**config.mk**
```make
export PLATFORM = sky130hd
export DESIGN_NAME = dcd_core_datapath
export DESIGN_NICKNAME = d
export VERILOG_FILES = /design/src/dcd_core_datapath.v
export VERILOG_INCLUDE_DIRS = /design/src
export SDC_FILE = /design/constraint.sdc
export NUM_CORES = 2
export LEC_CHECK = 0
export ABC_AREA = 0
export BUFFER_PORTS_ARGS = -buffer_cell sky130_fd_sc_hd__buf_2
export CAP_MARGIN = 20
export CORE_ASPECT_RATIO = 0.6
export CORE_UTILIZATION = 45
export CTS_CLUSTER_DIAMETER = 150
export DETAILED_ROUTE_END_ITERATION = 10
export HOLD_SLACK_MARGIN = 0.06
export PLACE_DENSITY = 0.65
export SLEW_MARGIN = 30
export SYNTH_ARGS = -nofsm -noshare
export SYNTH_HDL_FRONTEND = slang
export SYNTH_SLANG_ARGS = --single-unit
```
**constraint.sdc**
```tcl
create_clock -name CLK -period 5.95 [get_ports CLK]
set_clock_uncertainty 0.1 [all_clocks]
set_input_delay 0.8925 -clock CLK [delete_from_list [all_inputs] [get_ports CLK]]
set_output_delay 0.8925 -clock CLK [all_outputs]
set_load 0.005 [all_outputs]
```
**src/dcd_defines.vh**
```
// Constants for the signal-processor core datapath
`ifndef DCD_DEFINES_VH
`define DCD_DEFINES_VH
`define DCD_ACC_RST 32'h0000_0000
`define DCD_WORD_RST 16'h0000
`define DCD_PAGE_RST 9'h000
`define DCD_INT_RST 7'h00
`define DCD_ST1_RST 16'h0000
`define DCD_ST1_C_BIT 9
`define DCD_ST1_CNF_BIT 12
`define DCD_B1_BASE 16'h0300
`define DCD_B1_TOP 16'h03ff
`define DCD_B2_BASE 16'h0060
`define DCD_B2_TOP 16'h007f
`define DCD_B0_DATA_BASE 16'h0200
`define DCD_B0_DATA_TOP 16'h02ff
`define DCD_B0_PROG_BASE 16'hff00
`define DCD_B0_PROG_TOP 16'hffff
`define DCD_PROD_SH1 2'h1
`define DCD_PROD_SH4 2'h2
`define DCD_PROD_SHR6 2'h3
`define DCD_ALU_PASS 3'h0
`define DCD_ALU_ADD 3'h1
`define DCD_ALU_SUB 3'h2
`define DCD_ALU_ADDC 3'h3
`define DCD_ALU_AND 3'h4
`define DCD_ALU_OR 3'h5
`define DCD_ALU_XOR 3'h6
`define DCD_ALU_SUBB 3'h7
`define DCD_SH_NONE 2'h0
`define DCD_SH_SFL 2'h1
`define DCD_SH_ROL 2'h2
`define DCD_SH_ROR 2'h3
`define DCD_AR_NONE 2'h0
`define DCD_AR_INC 2'h1
`define DCD_AR_DEC 2'h2
`define DCD_AR_IDX 2'h3
`define DCD_PC_SEQ 2'h0
`define DCD_PC_JMP 2'h1
`define DCD_PC_CALL 2'h2
`define DCD_PC_RET 2'h3
`define DCD_STACK_DEPTH 8
`define DCD_INT_LINES 7
`endif

```
**src/dcd_core_datapath.v**
```verilog
// Datapath and program-address logic of the fixed-point core
`timescale 1ns/1ps
`include "dcd_defines.vh"
// Notes on behaviour
// [RULE1] 32-bit accumulator with shift and rotate
// [RULE2] Unsigned 16-bit unit computes indirect addresses
// [RULE3] Eight pointers; zero is step and compare
// [RULE4] Carry feeds extended ops, shifts, status one
// [RULE5] Main unit completes 32-bit op per cycle
// [RULE6] Map select moves block zero data/program
// [RULE7] Blocks one, two fixed in data space
// [RULE8] Blocks zero/one 256 words, two 32
// [RULE9] Direct address is page plus seven bits
// [RULE10] Global space size register reserved
// [RULE11] Mask enables each of seven lines
// [RULE12] Seven-bit pending flags latch interrupts
// [RULE13] Thirty-two trap vectors, hardware or software
// [RULE14] Input shifter shifts 0-16 left, no cycle
// [RULE15] Single-cycle signed or unsigned 16x16 multiply
// [RULE16] Micro return store keeps next fetch address
// [RULE17] Output shifter 0-7 left, high/low half
// [RULE18] Next fetch address drives bus next cycle
// [RULE19] Current fetch address holds through waits
// [RULE20] Counter increments next fetch address
// [RULE21] Controller holds status, evaluates conditions
// [RULE22] Pointer select 0-7 picks auxiliary register
// [RULE23] Product shifter 0/1/4 left or 6 right
// [RULE24] Return stack 16 wide, 8 deep
// [RULE25] Four-deep pipeline, single-cycle instructions
// [RULE26] Pointer updates wrap, no overflow flag
module dcd_core_datapath (
  // Clock and reset
  input wire CLK,
  input wire RST_N,
  // Pipeline control
  input wire STEP,
  input wire [15:0] INSTR,
  // Arithmetic control
  input wire [15:0] DATA_IN,
  input wire [4:0] IN_SHIFT,
  input wire IN_SEL_PROD,
  input wire [2:0] ALU_OP,
  input wire ACC_LOAD,
  input wire [1:0] ACC_SHIFT,
  input wire [15:0] MUL_OPND,
  input wire MUL_SIGNED,
  input wire MUL_LOAD,
  input wire [1:0] PROD_MODE,
  input wire [2:0] OUT_SHIFT,
  input wire OUT_HIGH,
  // Addressing control
  input wire DIRECT_MODE,
  input wire [1:0] AR_UPDATE,
  input wire AR_LOAD,
  input wire [2:0] AR_LOAD_SEL,
  input wire [15:0] AR_LOAD_VAL,
  input wire PTR_LOAD,
  input wire [2:0] PTR_VAL,
  input wire LOAD_PAGE,
  input wire LOAD_STATUS,
  input wire [15:0] STATUS_VAL,
  input wire [1:0] COND_SEL,
  // Program sequencing
  input wire [1:0] PC_MODE,
  input wire [15:0] PC_TARGET,
  input wire BLOCK_XFER,
  input wire BUS_WAIT,
  // Interrupts
  input wire [6:0] INT_REQ,
  input wire MASK_LOAD,
  input wire [6:0] MASK_VAL,
  input wire [6:0] FLAG_CLR,
  input wire TRAP_SW,
  input wire [4:0] TRAP_NUM,
  // Outputs
  output reg [15:0] PROGRAM_ADDR_BUS,
  output reg [15:0] DATA_ADDR,
  output reg DATA_IN_BLOCK_ZERO,
  output reg DATA_IN_BLOCK_ONE,
  output reg DATA_IN_BLOCK_TWO,
  output reg PROG_IN_BLOCK_ZERO,
  output reg [15:0] WRITE_DATA_BUS,
  output reg [31:0] ACCUM,
  output reg CARRY,
  output reg [15:0] STATUS_WORD_ONE,
  output reg [8:0] PAGE_PTR,
  output reg [2:0] AUX_SEL,
  output reg AUX_MATCH,
  output reg COND_TRUE,
  output reg [6:0] INT_MASK,
  output reg [6:0] INT_FLAG,
  output reg INT_TAKE,
  output reg [4:0] TRAP_VECTOR,
  output reg [15:0] GLOBAL_SPACE_SIZE,
  output reg [3:0] PIPE_VALID
);

////////////////////////////////////////////////////////////////////////
// Storage
reg [31:0] accum_reg;
reg [31:0] prod_reg;
reg [15:0] aux_r [0:7];
reg [15:0] stack_r [0:`DCD_STACK_DEPTH-1];
reg [2:0] sp_r;
reg [15:0] next_fetch_addr;
reg [15:0] current_fetch_addr;
reg [15:0] micro_return_store;
reg [15:0] pipe_r [0:3];
reg [6:0] int_pend_r;
reg in_xfer_r;
reg [6:0] int_sync1_r;
reg [6:0] int_sync2_r;
reg [6:0] int_prev_r;
wire [15:0] aux_reg_zero = aux_r[0];
wire [15:0] sel_aux = aux_r[AUX_SEL];

////////////////////////////////////////////////////////////////////////
// Shifters, multiplier, main arithmetic unit
wire [31:0] input_shifter = {16'h0000, DATA_IN} << IN_SHIFT; // [RULE14]
wire signed [32:0] mul_a = MUL_SIGNED ? {{17{MUL_OPND[15]}}, MUL_OPND} : {17'h00000, MUL_OPND};
wire signed [32:0] mul_b = MUL_SIGNED ? {{17{DATA_IN[15]}}, DATA_IN} : {17'h00000, DATA_IN};
wire signed [32:0] mul_full = mul_a * mul_b;
wire [31:0] multiplier = mul_full[31:0]; // [RULE15]
reg [31:0] product_shifter;
always @*
begin
  case (PROD_MODE) // [RULE23]
    `DCD_PROD_SH1: product_shifter = {prod_reg[30:0], 1'b0};
    `DCD_PROD_SH4: product_shifter = {prod_reg[27:0], 4'h0};
    `DCD_PROD_SHR6: product_shifter = {{6{prod_reg[31]}}, prod_reg[31:6]};
    default: product_shifter = prod_reg;
  endcase
end
wire [31:0] alu_b = IN_SEL_PROD ? product_shifter : input_shifter;
reg [32:0] main_arith_unit;
always @*
begin
  case (ALU_OP) // [RULE5]
    `DCD_ALU_ADD: main_arith_unit = {1'b0, accum_reg} + {1'b0, alu_b};
    `DCD_ALU_SUB: main_arith_unit = {1'b0, accum_reg} + {1'b0, ~alu_b} + 33'h000000001;
    `DCD_ALU_ADDC: main_arith_unit = {1'b0, accum_reg} + {1'b0, alu_b} + {32'h00000000, CARRY}; // [RULE4]
    `DCD_ALU_SUBB: main_arith_unit = {1'b0, accum_reg} + {1'b0, ~alu_b} + {32'h00000000, CARRY};
    `DCD_ALU_AND: main_arith_unit = {CARRY, accum_reg & alu_b};
    `DCD_ALU_OR: main_arith_unit = {CARRY, accum_reg | alu_b};
    `DCD_ALU_XOR: main_arith_unit = {CARRY, accum_reg ^ alu_b};
    default: main_arith_unit = {CARRY, alu_b};
  endcase
end
reg [32:0] acc_nxt;
always @*
begin
  case (ACC_SHIFT) // [RULE1]
    `DCD_SH_SFL: acc_nxt = {accum_reg, 1'b0};
    `DCD_SH_ROL: acc_nxt = {accum_reg, CARRY}; // [RULE4]
    `DCD_SH_ROR: acc_nxt = {accum_reg[0], CARRY, accum_reg[31:1]};
    default: acc_nxt = main_arith_unit;
  endcase
end
wire [31:0] output_shifter = accum_reg << OUT_SHIFT; // [RULE17]

////////////////////////////////////////////////////////////////////////
// Addressing
reg [15:0] aux_addr_arith;
always @*
begin
  case (AR_UPDATE) // [RULE2] [RULE26]
    `DCD_AR_INC: aux_addr_arith = sel_aux + 16'h0001;
    `DCD_AR_DEC: aux_addr_arith = sel_aux - 16'h0001;
    `DCD_AR_IDX: aux_addr_arith = sel_aux + aux_reg_zero; // [RULE3]
    default: aux_addr_arith = sel_aux;
  endcase
end
wire [15:0] data_addr_nxt = DIRECT_MODE ? {PAGE_PTR, INSTR[6:0]} : sel_aux; // [RULE9] [RULE22]
wire ram_map_select = STATUS_WORD_ONE[`DCD_ST1_CNF_BIT];
reg cond_nxt;
always @*
begin
  case (COND_SEL) // [RULE21]
    2'h1: cond_nxt = CARRY;
    2'h2: cond_nxt = ~CARRY;
    2'h3: cond_nxt = (accum_reg == `DCD_ACC_RST);
    default: cond_nxt = 1'b1;
  endcase
end

////////////////////////////////////////////////////////////////////////
// Interrupts
wire [6:0] int_rise = int_sync2_r & ~int_prev_r;
wire [6:0] int_ready = INT_FLAG & INT_MASK; // [RULE11]
reg [4:0] int_vec_nxt;
integer k;
always @*
begin
  int_vec_nxt = 5'h00;
  for (k = `DCD_INT_LINES - 1; k >= 0; k = k - 1)
    if (int_ready[k])
      int_vec_nxt = k[4:0] + 5'h01;
end
// No take in the cycle after a take, so a held STEP cannot retrigger at once
wire take_ok = STEP && !BUS_WAIT && !INT_TAKE;
wire hw_take = take_ok && !TRAP_SW && int_vec_nxt != 5'h00;
// Serviced line leaves the pending set; a new edge still wins
wire [6:0] int_ack = hw_take ? (7'h01 << (int_vec_nxt - 5'h01)) : 7'h00;
wire [6:0] int_flag_nxt = (INT_FLAG & ~FLAG_CLR & ~int_ack) | int_rise; // [RULE12]

////////////////////////////////////////////////////////////////////////
// Program address sequencing
reg [15:0] nfa_nxt;
always @*
begin
  case (PC_MODE)
    `DCD_PC_JMP: nfa_nxt = PC_TARGET;
    `DCD_PC_CALL: nfa_nxt = PC_TARGET;
    `DCD_PC_RET: nfa_nxt = stack_r[sp_r - 3'h1];
    default: nfa_nxt = next_fetch_addr + 16'h0001; // [RULE20]
  endcase
end

////////////////////////////////////////////////////////////////////////
// Per-entry storage
genvar g;
generate
  for (g = 0; g < 8; g = g + 1)
  begin : g_aux
    always @(posedge CLK or negedge RST_N)
    begin
      if (!RST_N)
        aux_r[g] <= `DCD_WORD_RST;
      else if (AR_LOAD && AR_LOAD_SEL == g)
        aux_r[g] <= AR_LOAD_VAL;
      else if (STEP && AR_UPDATE != `DCD_AR_NONE && AUX_SEL == g)
        aux_r[g] <= aux_addr_arith; // [RULE2]
    end
  end
  for (g = 0; g < `DCD_STACK_DEPTH; g = g + 1)
  begin : g_stack
    always @(posedge CLK or negedge RST_N)
    begin
      if (!RST_N)
        stack_r[g] <= `DCD_WORD_RST;
      else if (STEP && !BUS_WAIT && (PC_MODE == `DCD_PC_CALL || INT_TAKE) && sp_r == g)
        stack_r[g] <= next_fetch_addr; // [RULE24]
    end
  end
endgenerate

////////////////////////////////////////////////////////////////////////
// Main registers
always @(posedge CLK or negedge RST_N)
begin
  if (!RST_N)
  begin
    accum_reg <= `DCD_ACC_RST;
    prod_reg <= `DCD_ACC_RST;
    sp_r <= 3'h0;
    next_fetch_addr <= `DCD_WORD_RST;
    current_fetch_addr <= `DCD_WORD_RST;
    micro_return_store <= `DCD_WORD_RST;
    in_xfer_r <= 1'b0;
    int_sync1_r <= `DCD_INT_RST;
    int_sync2_r <= `DCD_INT_RST;
    int_prev_r <= `DCD_INT_RST;
    pipe_r[0] <= `DCD_WORD_RST;
    pipe_r[1] <= `DCD_WORD_RST;
    pipe_r[2] <= `DCD_WORD_RST;
    pipe_r[3] <= `DCD_WORD_RST;
    PROGRAM_ADDR_BUS <= `DCD_WORD_RST;
    DATA_ADDR <= `DCD_WORD_RST;
    DATA_IN_BLOCK_ZERO <= 1'b0;
    DATA_IN_BLOCK_ONE <= 1'b0;
    DATA_IN_BLOCK_TWO <= 1'b0;
    PROG_IN_BLOCK_ZERO <= 1'b0;
    WRITE_DATA_BUS <= `DCD_WORD_RST;
    ACCUM <= `DCD_ACC_RST;
    CARRY <= 1'b0;
    STATUS_WORD_ONE <= `DCD_ST1_RST;
    PAGE_PTR <= `DCD_PAGE_RST;
    AUX_SEL <= 3'h0;
    AUX_MATCH <= 1'b0;
    COND_TRUE <= 1'b0;
    INT_MASK <= `DCD_INT_RST;
    INT_FLAG <= `DCD_INT_RST;
    INT_TAKE <= 1'b0;
    TRAP_VECTOR <= 5'h00;
    GLOBAL_SPACE_SIZE <= `DCD_WORD_RST;
    PIPE_VALID <= 4'h0;
  end
  else
  begin
    int_sync1_r <= INT_REQ;
    int_sync2_r <= int_sync1_r;
    int_prev_r <= int_sync2_r;
    INT_FLAG <= int_flag_nxt; // [RULE12]
    if (MASK_LOAD)
      INT_MASK <= MASK_VAL; // [RULE11]
    GLOBAL_SPACE_SIZE <= `DCD_WORD_RST; // [RULE10]
    INT_TAKE <= 1'b0;
    if (take_ok && TRAP_SW)
    begin
      INT_TAKE <= 1'b1;
      TRAP_VECTOR <= TRAP_NUM; // [RULE13]
    end
    else if (hw_take)
    begin
      INT_TAKE <= 1'b1;
      TRAP_VECTOR <= int_vec_nxt; // [RULE13]
    end
    if (MUL_LOAD)
      prod_reg <= multiplier; // [RULE15]
    if (STEP)
    begin
      if (ACC_LOAD)
      begin
        accum_reg <= acc_nxt[31:0]; // [RULE5]
        CARRY <= acc_nxt[32];
        ACCUM <= acc_nxt[31:0];
      end
      WRITE_DATA_BUS <= OUT_HIGH ? output_shifter[31:16] : output_shifter[15:0]; // [RULE17]
      DATA_ADDR <= data_addr_nxt;
      DATA_IN_BLOCK_ZERO <= !ram_map_select && data_addr_nxt >= `DCD_B0_DATA_BASE
        && data_addr_nxt <= `DCD_B0_DATA_TOP; // [RULE6] [RULE8]
      DATA_IN_BLOCK_ONE <= data_addr_nxt >= `DCD_B1_BASE && data_addr_nxt <= `DCD_B1_TOP; // [RULE7]
      DATA_IN_BLOCK_TWO <= data_addr_nxt >= `DCD_B2_BASE && data_addr_nxt <= `DCD_B2_TOP; // [RULE7]
      AUX_MATCH <= sel_aux == aux_reg_zero; // [RULE3]
      COND_TRUE <= cond_nxt; // [RULE21]
      if (PTR_LOAD)
        AUX_SEL <= PTR_VAL; // [RULE22]
      if (LOAD_STATUS)
      begin
        STATUS_WORD_ONE <= STATUS_VAL;
        CARRY <= STATUS_VAL[`DCD_ST1_C_BIT];
        PAGE_PTR <= STATUS_VAL[8:0]; // [RULE9]
      end
      else
      begin
        STATUS_WORD_ONE[`DCD_ST1_C_BIT] <= ACC_LOAD ? acc_nxt[32] : CARRY; // [RULE4]
        if (LOAD_PAGE)
          PAGE_PTR <= INSTR[8:0]; // [RULE9]
      end
    end
    if (STEP && !BUS_WAIT)
    begin
      pipe_r[0] <= INSTR; // [RULE25]
      pipe_r[1] <= pipe_r[0];
      pipe_r[2] <= pipe_r[1];
      pipe_r[3] <= pipe_r[2];
      PIPE_VALID <= {PIPE_VALID[2:0], 1'b1};
      if (BLOCK_XFER && !in_xfer_r)
        micro_return_store <= nfa_nxt; // [RULE16]
      in_xfer_r <= BLOCK_XFER;
      if (PC_MODE == `DCD_PC_CALL || INT_TAKE)
        sp_r <= sp_r + 3'h1; // [RULE24]
      else if (PC_MODE == `DCD_PC_RET)
        sp_r <= sp_r - 3'h1;
      if (INT_TAKE)
        next_fetch_addr <= {10'h000, TRAP_VECTOR, 1'b0};
      else if (in_xfer_r && !BLOCK_XFER)
        next_fetch_addr <= micro_return_store; // [RULE16]
      else
        next_fetch_addr <= nfa_nxt; // [RULE18] [RULE20]
      current_fetch_addr <= next_fetch_addr; // [RULE18]
      PROGRAM_ADDR_BUS <= next_fetch_addr;
      PROG_IN_BLOCK_ZERO <= ram_map_select && next_fetch_addr >= `DCD_B0_PROG_BASE; // [RULE6]
    end
    else
      PROGRAM_ADDR_BUS <= current_fetch_addr; // [RULE19]
  end
end

endmodule // dcd_core_datapath

```
After elaboration in Yosys (flattened, before gate mapping)
Index checks and enable logic that the tools add are counted.
- word-level logic and storage cells: 255
- output and inout port bits: 155
- register bits: 483
- bits of input ports: 166
- reductions and logical operators: 72
- shifts and indexed selects: 3
- multiplexer cells: 53
- equal/unequal tests: 47
- add/sub/neg operators: 12
- order comparisons: 9
- bitwise gates (word level): 15
- $mul: 1
- operator list (operator ; number):
    two-way mux 16 bit ; 24
    one-hot mux 33 bit (7 select lines) ; 1
    one-hot mux 33 bit (3 select lines) ; 1
    binary-select mux 16 bit (select 3 bit) ; 2
    one-hot mux 32 bit (3 select lines) ; 1
    adder 32 x 32 -> 33 bit ; 2
    adder 33 x 1 -> 33 bit ; 2
    two-way mux 33 bit ; 2
    equality test 3 bit, second input constant ; 16
    one-hot mux 16 bit (3 select lines) ; 1
    two-way mux 5 bit ; 8
    logical AND 1 bit ; 38
    adder 33 x 1 -> 33 bit, second input constant ; 1
    multiplier 33 x 33 -> 32 bit ; 1
    adder 16 x 1 -> 16 bit, second input constant ; 2
    AND 32 bit ; 1
    greater-or-equal comparator 16 x 10 -> 1 bit, second input constant ; 2
    less-or-equal comparator 16 x 10 -> 1 bit, second input constant ; 2
    zero test 32 bit ; 1
    two-way mux 32 bit ; 1
    inverter 32 bit ; 1
    OR 32 bit ; 1
    one-hot mux 16 bit (2 select lines) ; 1
    left shift 16 x 5 -> 32 bit ; 1
    other kinds (37) ; 99

Logic depth before layout (Yosys ltp)
- depth in word-level cells: 14
- mapped depth: 32
- mapped depth without buffers: 29

Worst setup path after synthesis
Ideal clock, no wire load.
- path type: input-to-reg
- start: in MUL_SIGNED
- end: reg prod_reg[29]
- stages: 23
- arrival time: 7.561 ns
- path slack: -1.836 ns
- cell sequence: clkbuf_1 > clkbuf_1 > clkbuf_1 > and3_1 > fa_1 > fa_1 > inv_1 > fa_1 > inv_1 > fa_1 > fa_1 > fa_1 > fa_1 > fa_1 > ha_1 > a21o_1 > a21oi_1 > a21boi_0 > o21ai_0 > nand2_1 > nand2_1 > xor2_1 > mux2_2
- cells in the longest elaborated chain, start to end: 2
- elaborated cells on any way between the ends: 3
- classes of those cells: mul (1); mux (2)
- ends and longest elaborated chain (item ; line ; text):
    from (decl) ; dcd_core_datapath.v:46 ; input wire MUL_SIGNED,
    two-way mux 33 bit (on tied branches) ; dcd_core_datapath.v:120, dcd_core_datapath.v:121 ;
    multiplier 33 x 33 -> 32 bit (*) ; dcd_core_datapath.v:122 ; wire signed [32:0] mul_full = mul_a * mul_b;
    to (signal assigned) ; dcd_core_datapath.v:254 ; prod_reg <= `DCD_ACC_RST;
    to (signal assigned) ; dcd_core_datapath.v:309 ; prod_reg <= multiplier;
    to (decl) ; dcd_core_datapath.v:101 ; reg [31:0] prod_reg;
Every way passes the cells marked *; elsewhere a longest branch is shown, timed or not.
A chain may end at the register's enable or synchronous reset.

Worst setup path in the final report
- start: in MUL_OPND[8]
- end: reg prod_reg[29]
- cells in the longest elaborated chain, start to end: 2
- ends and longest elaborated chain (item ; line ; text):
    from (decl) ; dcd_core_datapath.v:45 ; input wire [15:0] MUL_OPND,
    two-way mux 33 bit ; dcd_core_datapath.v:120 ; wire signed [32:0] mul_a = MUL_SIGNED ? {{17{MUL_OPND[15]}}, MUL_OPND} : {17'h00000, MUL_OPND};
    multiplier 33 x 33 -> 32 bit ; dcd_core_datapath.v:122 ;
Every way passes these cells.

==> metrics.cfg <==
[run_status]
violations = negative setup slack
status = finished, violations left

[worst_setup_path]
rrSetupSlack_ps = 510
crit_fanout = 5
setup.worst_path.start_class = input port
reg2reg_from = prod_reg[4]
cp-startpoint = MUL_OPND[8]
worstRegToRegCells = 23
cp.arrival_ps = 7160
crit_path_end = prod_reg[29]
reg2reg_to = ACCUM[18]
crit_required_ps = 6360
critPathMaxStageDelay_ps = 560
crit_type = input port to flop
critPathSlowestCell = fa_1
cp_common_cell = fa_1
cp-end-kind = flop

[floorplan]
core.rowCount = 92
core_area_um2 = 105000
die-width_um = 423
ios = 321
die_area_um2 = 108000
start_util_pct = 45.5
die_h_um = 255

[yosys]
synth_fa_ha_area_share_pct = 21.2
synth_top_family_by_area = adder cells
yosys_warnings = 0
yosys.area.top_type_share_pct = 25.2
synth_xor_area_share_pct = 4.41
synth_enable_flop_cells = 0
synth_area_leaders = dfrtp_1 25%, fa_1 14%, ha_1 7.3%, mux2_2 6.0%, mux4_2 4.7%
yosys.area_share.simple_pct = 13.4
synth.avg_cell_area_um2 = 9.26
synth_area_leader_cell = dfrtp_1
syn_inst = 5172
syn_area_um2 = 47900
yosysSeqAreaShare_pct = 25.2
synth_cell_types = 102
synth_async_sr_flop_share_pct = 100
synthMuxAreaShare_pct = 14.6
ys_ff_latch = 483
synth_flop_cell = dfrtp_1
synth_compound_area_share_pct = 13.9

[global_routing]
grt_pass1_vias = 42200
grt_max_degree = 153
antenna_found_initial = 10
grt_pass1_wl_mm = 257
grt_overflow = 0
grt.total_usage_pct = 30.8

[layout]
drive_above_1_share_pct = 31.6
regMostFlops = stack_r
final_common_cell = buf_4
syn2layout_area_growth_pct = 24.8
fin_area_um2 = 59800
nNetsFinal = 6763
layout_common_cells = 748 x buf_4, 552 x nand2_1, 481 x dfrtp_1, 481 x inv_1, 385 x o21ai_0
fillers = 9274
largestRegisters = stack_r (128), aux_r (112)
largest_reg_flops = 128

[clocking]
cts_buffer_depth = 3
clk_pin_slew_ps = 60
numClockSinks = 483
cts_htree_levels = 2
cts_buffers = 53
clkLatencyLatePin_ps = 640
cts-root-buf = clkbuf_16
tritoncts = done

[routing]
wl_per_cell_um = 22.5
drt_wl_total_mm = 168
drt-initial-drc-count = 4935
vias_per_cell = 5.77
drc = 0
first_pass_iters = 6
vias = 43000
drt.antenna.violating_nets = 0

[placement]
gp_congestion = 1.03
numPortBuffers = 297
placed_area_um2 = 56000
hpwl_mm = 129
detailedPlace.worstSlack_ps = -1660

[pwr]
p_total_uw = 43900
power_per_cell_area_nw_per_um2 = 735
power.leakage_uw = 0.0281
worst_ir_drop_vdd_mv = 1.38

[sta]
fin_tns_setup_ps = -10020
hold_viol_final = 0
finalSetupViolCount = 20
maxSlewHeadroom_pct = 31.9
rsz0062_at_grt = yes
drv_slew = 0
fmax_mhz = 148
worstMarginPinSlew_ps = 1020
min_period_ps = 6750
setup_ws_ps = -804
period_share_pct = 114

[flow_run]
maxCapViolations = 0

[hold_path]
min_path_type = input port to async pin

## power breakdown
part           total, µW  switching [µW]  internal, µW  leakage (µW)
Combinational      34800           16700         18000        0.0211
Clock               3560            1520          2040      0.000903
Sequential          5590            1090          4500       0.00605
Total              43900           19300         24600        0.0281
## through the flow
step	util (%)	hold WS [ps]	std cells
global placement	53.2	233	7284
detailed placement	53.2	236	7285
global route	56.8	232	7442
floorplan	-	231	5187
CTS	55.9	205	7415
finish	56.8	200	7443
## critical path: cells and delay by family
kind,cells,cell delay [ps]
buf+inv,8,660
compound gates,5,1070
mux,1,260
fa+ha+maj,9,3740
xor+xnor,1,130
simple gates,4,400
## per-layer routing
metal	up-vias	track usage [%]	part of all wire, %
li1	19200	-	-
met4	6	7.57	2.5
met2	2152	42.4	40
met1	21300	47.7	46
met3	239	7.56	11
met5	-	0	0.027
## worst min-delay path by stage
| stage | slack [ps] | cells past startpoint | endpoint |
|---|---|---|---|
| finish | 200 | 1 | PIPE_VALID[3] |
| global placement | 230 | 0 | int_sync2_r[3] |
| CTS | 200 | 1 | PIPE_VALID[3] |
| floorplan | 230 | 0 | int_sync2_r[0] |
| global route | 230 | 1 | PIPE_VALID[3] |
| detailed placement | 240 | 0 | int_sync2_r[1] |
## cell usage after synthesis, types with 15 or more instances
cell type	number
nand2_1	567
inv_1	521
dfrtp_1	483
o21ai_0	397
fa_1	334
clkbuf_1	283
ha_1	278
mux2_2	257
a21oi_1	246
nor2_1	229
and2_1	208
xnor2_1	195
mux2i_1	186
mux4_2	100
nand3_1	53
and3_1	51
xor2_1	46
a221oi_1	43
buf_1	42
nor3_1	42
a21o_1	36
nand2b_1	36
nand4_1	34
a22oi_1	33
o211ai_1	30
nor2b_1	26
o21a_1	25
buf_4	21
o221ai_1	20
a21boi_0	19
a31oi_1	19
a211oi_1	16
nor4_1	16
o31ai_1	16
or3_1	15
## logic make-up (layout without fill, tap and decap cells)
kind of cell             Yosys count  count (layout)
adder cells (fa/ha/maj)          612             612
other                              1              23
multiplexers                     543             543
AO/OA/AOI/OAI                   1056            1056
flip-flops                       483             483
XOR/XNOR                         241             241
AND/OR/NAND/NOR                 1344            1344
buffers and inverters            892            1731
## repair_timing
| item | in CTS | in global routing |
|---|---|---|
| pin swaps | 151 | 163 |
| resized for setup | 180 | 199 |
| endpoints found under the setup margin | 35 | 43 |
| hold buffers | 0 | 0 |
| cloned | 1 | 0 |
| buffers inserted | 35 | 25 |
## cell type report
type | count | area [µm²] | share of cell area (%)
multi-input cells | 3812 | 33900 | 56.7
flip-flops and latches | 483 | 12100 | 20.2
repair buffers | 1104 | 8140 | 13.6
inverters | 531 | 2000 | 3.35
well taps | 1410 | 1760 | 2.95
clock buffers | 70 | 1490 | 2.49
clock inverters | 26 | 348 | 0.582
diodes | 7 | 17.5 | 0.0293
Note: power is estimated with default switching activity, not from simulation.
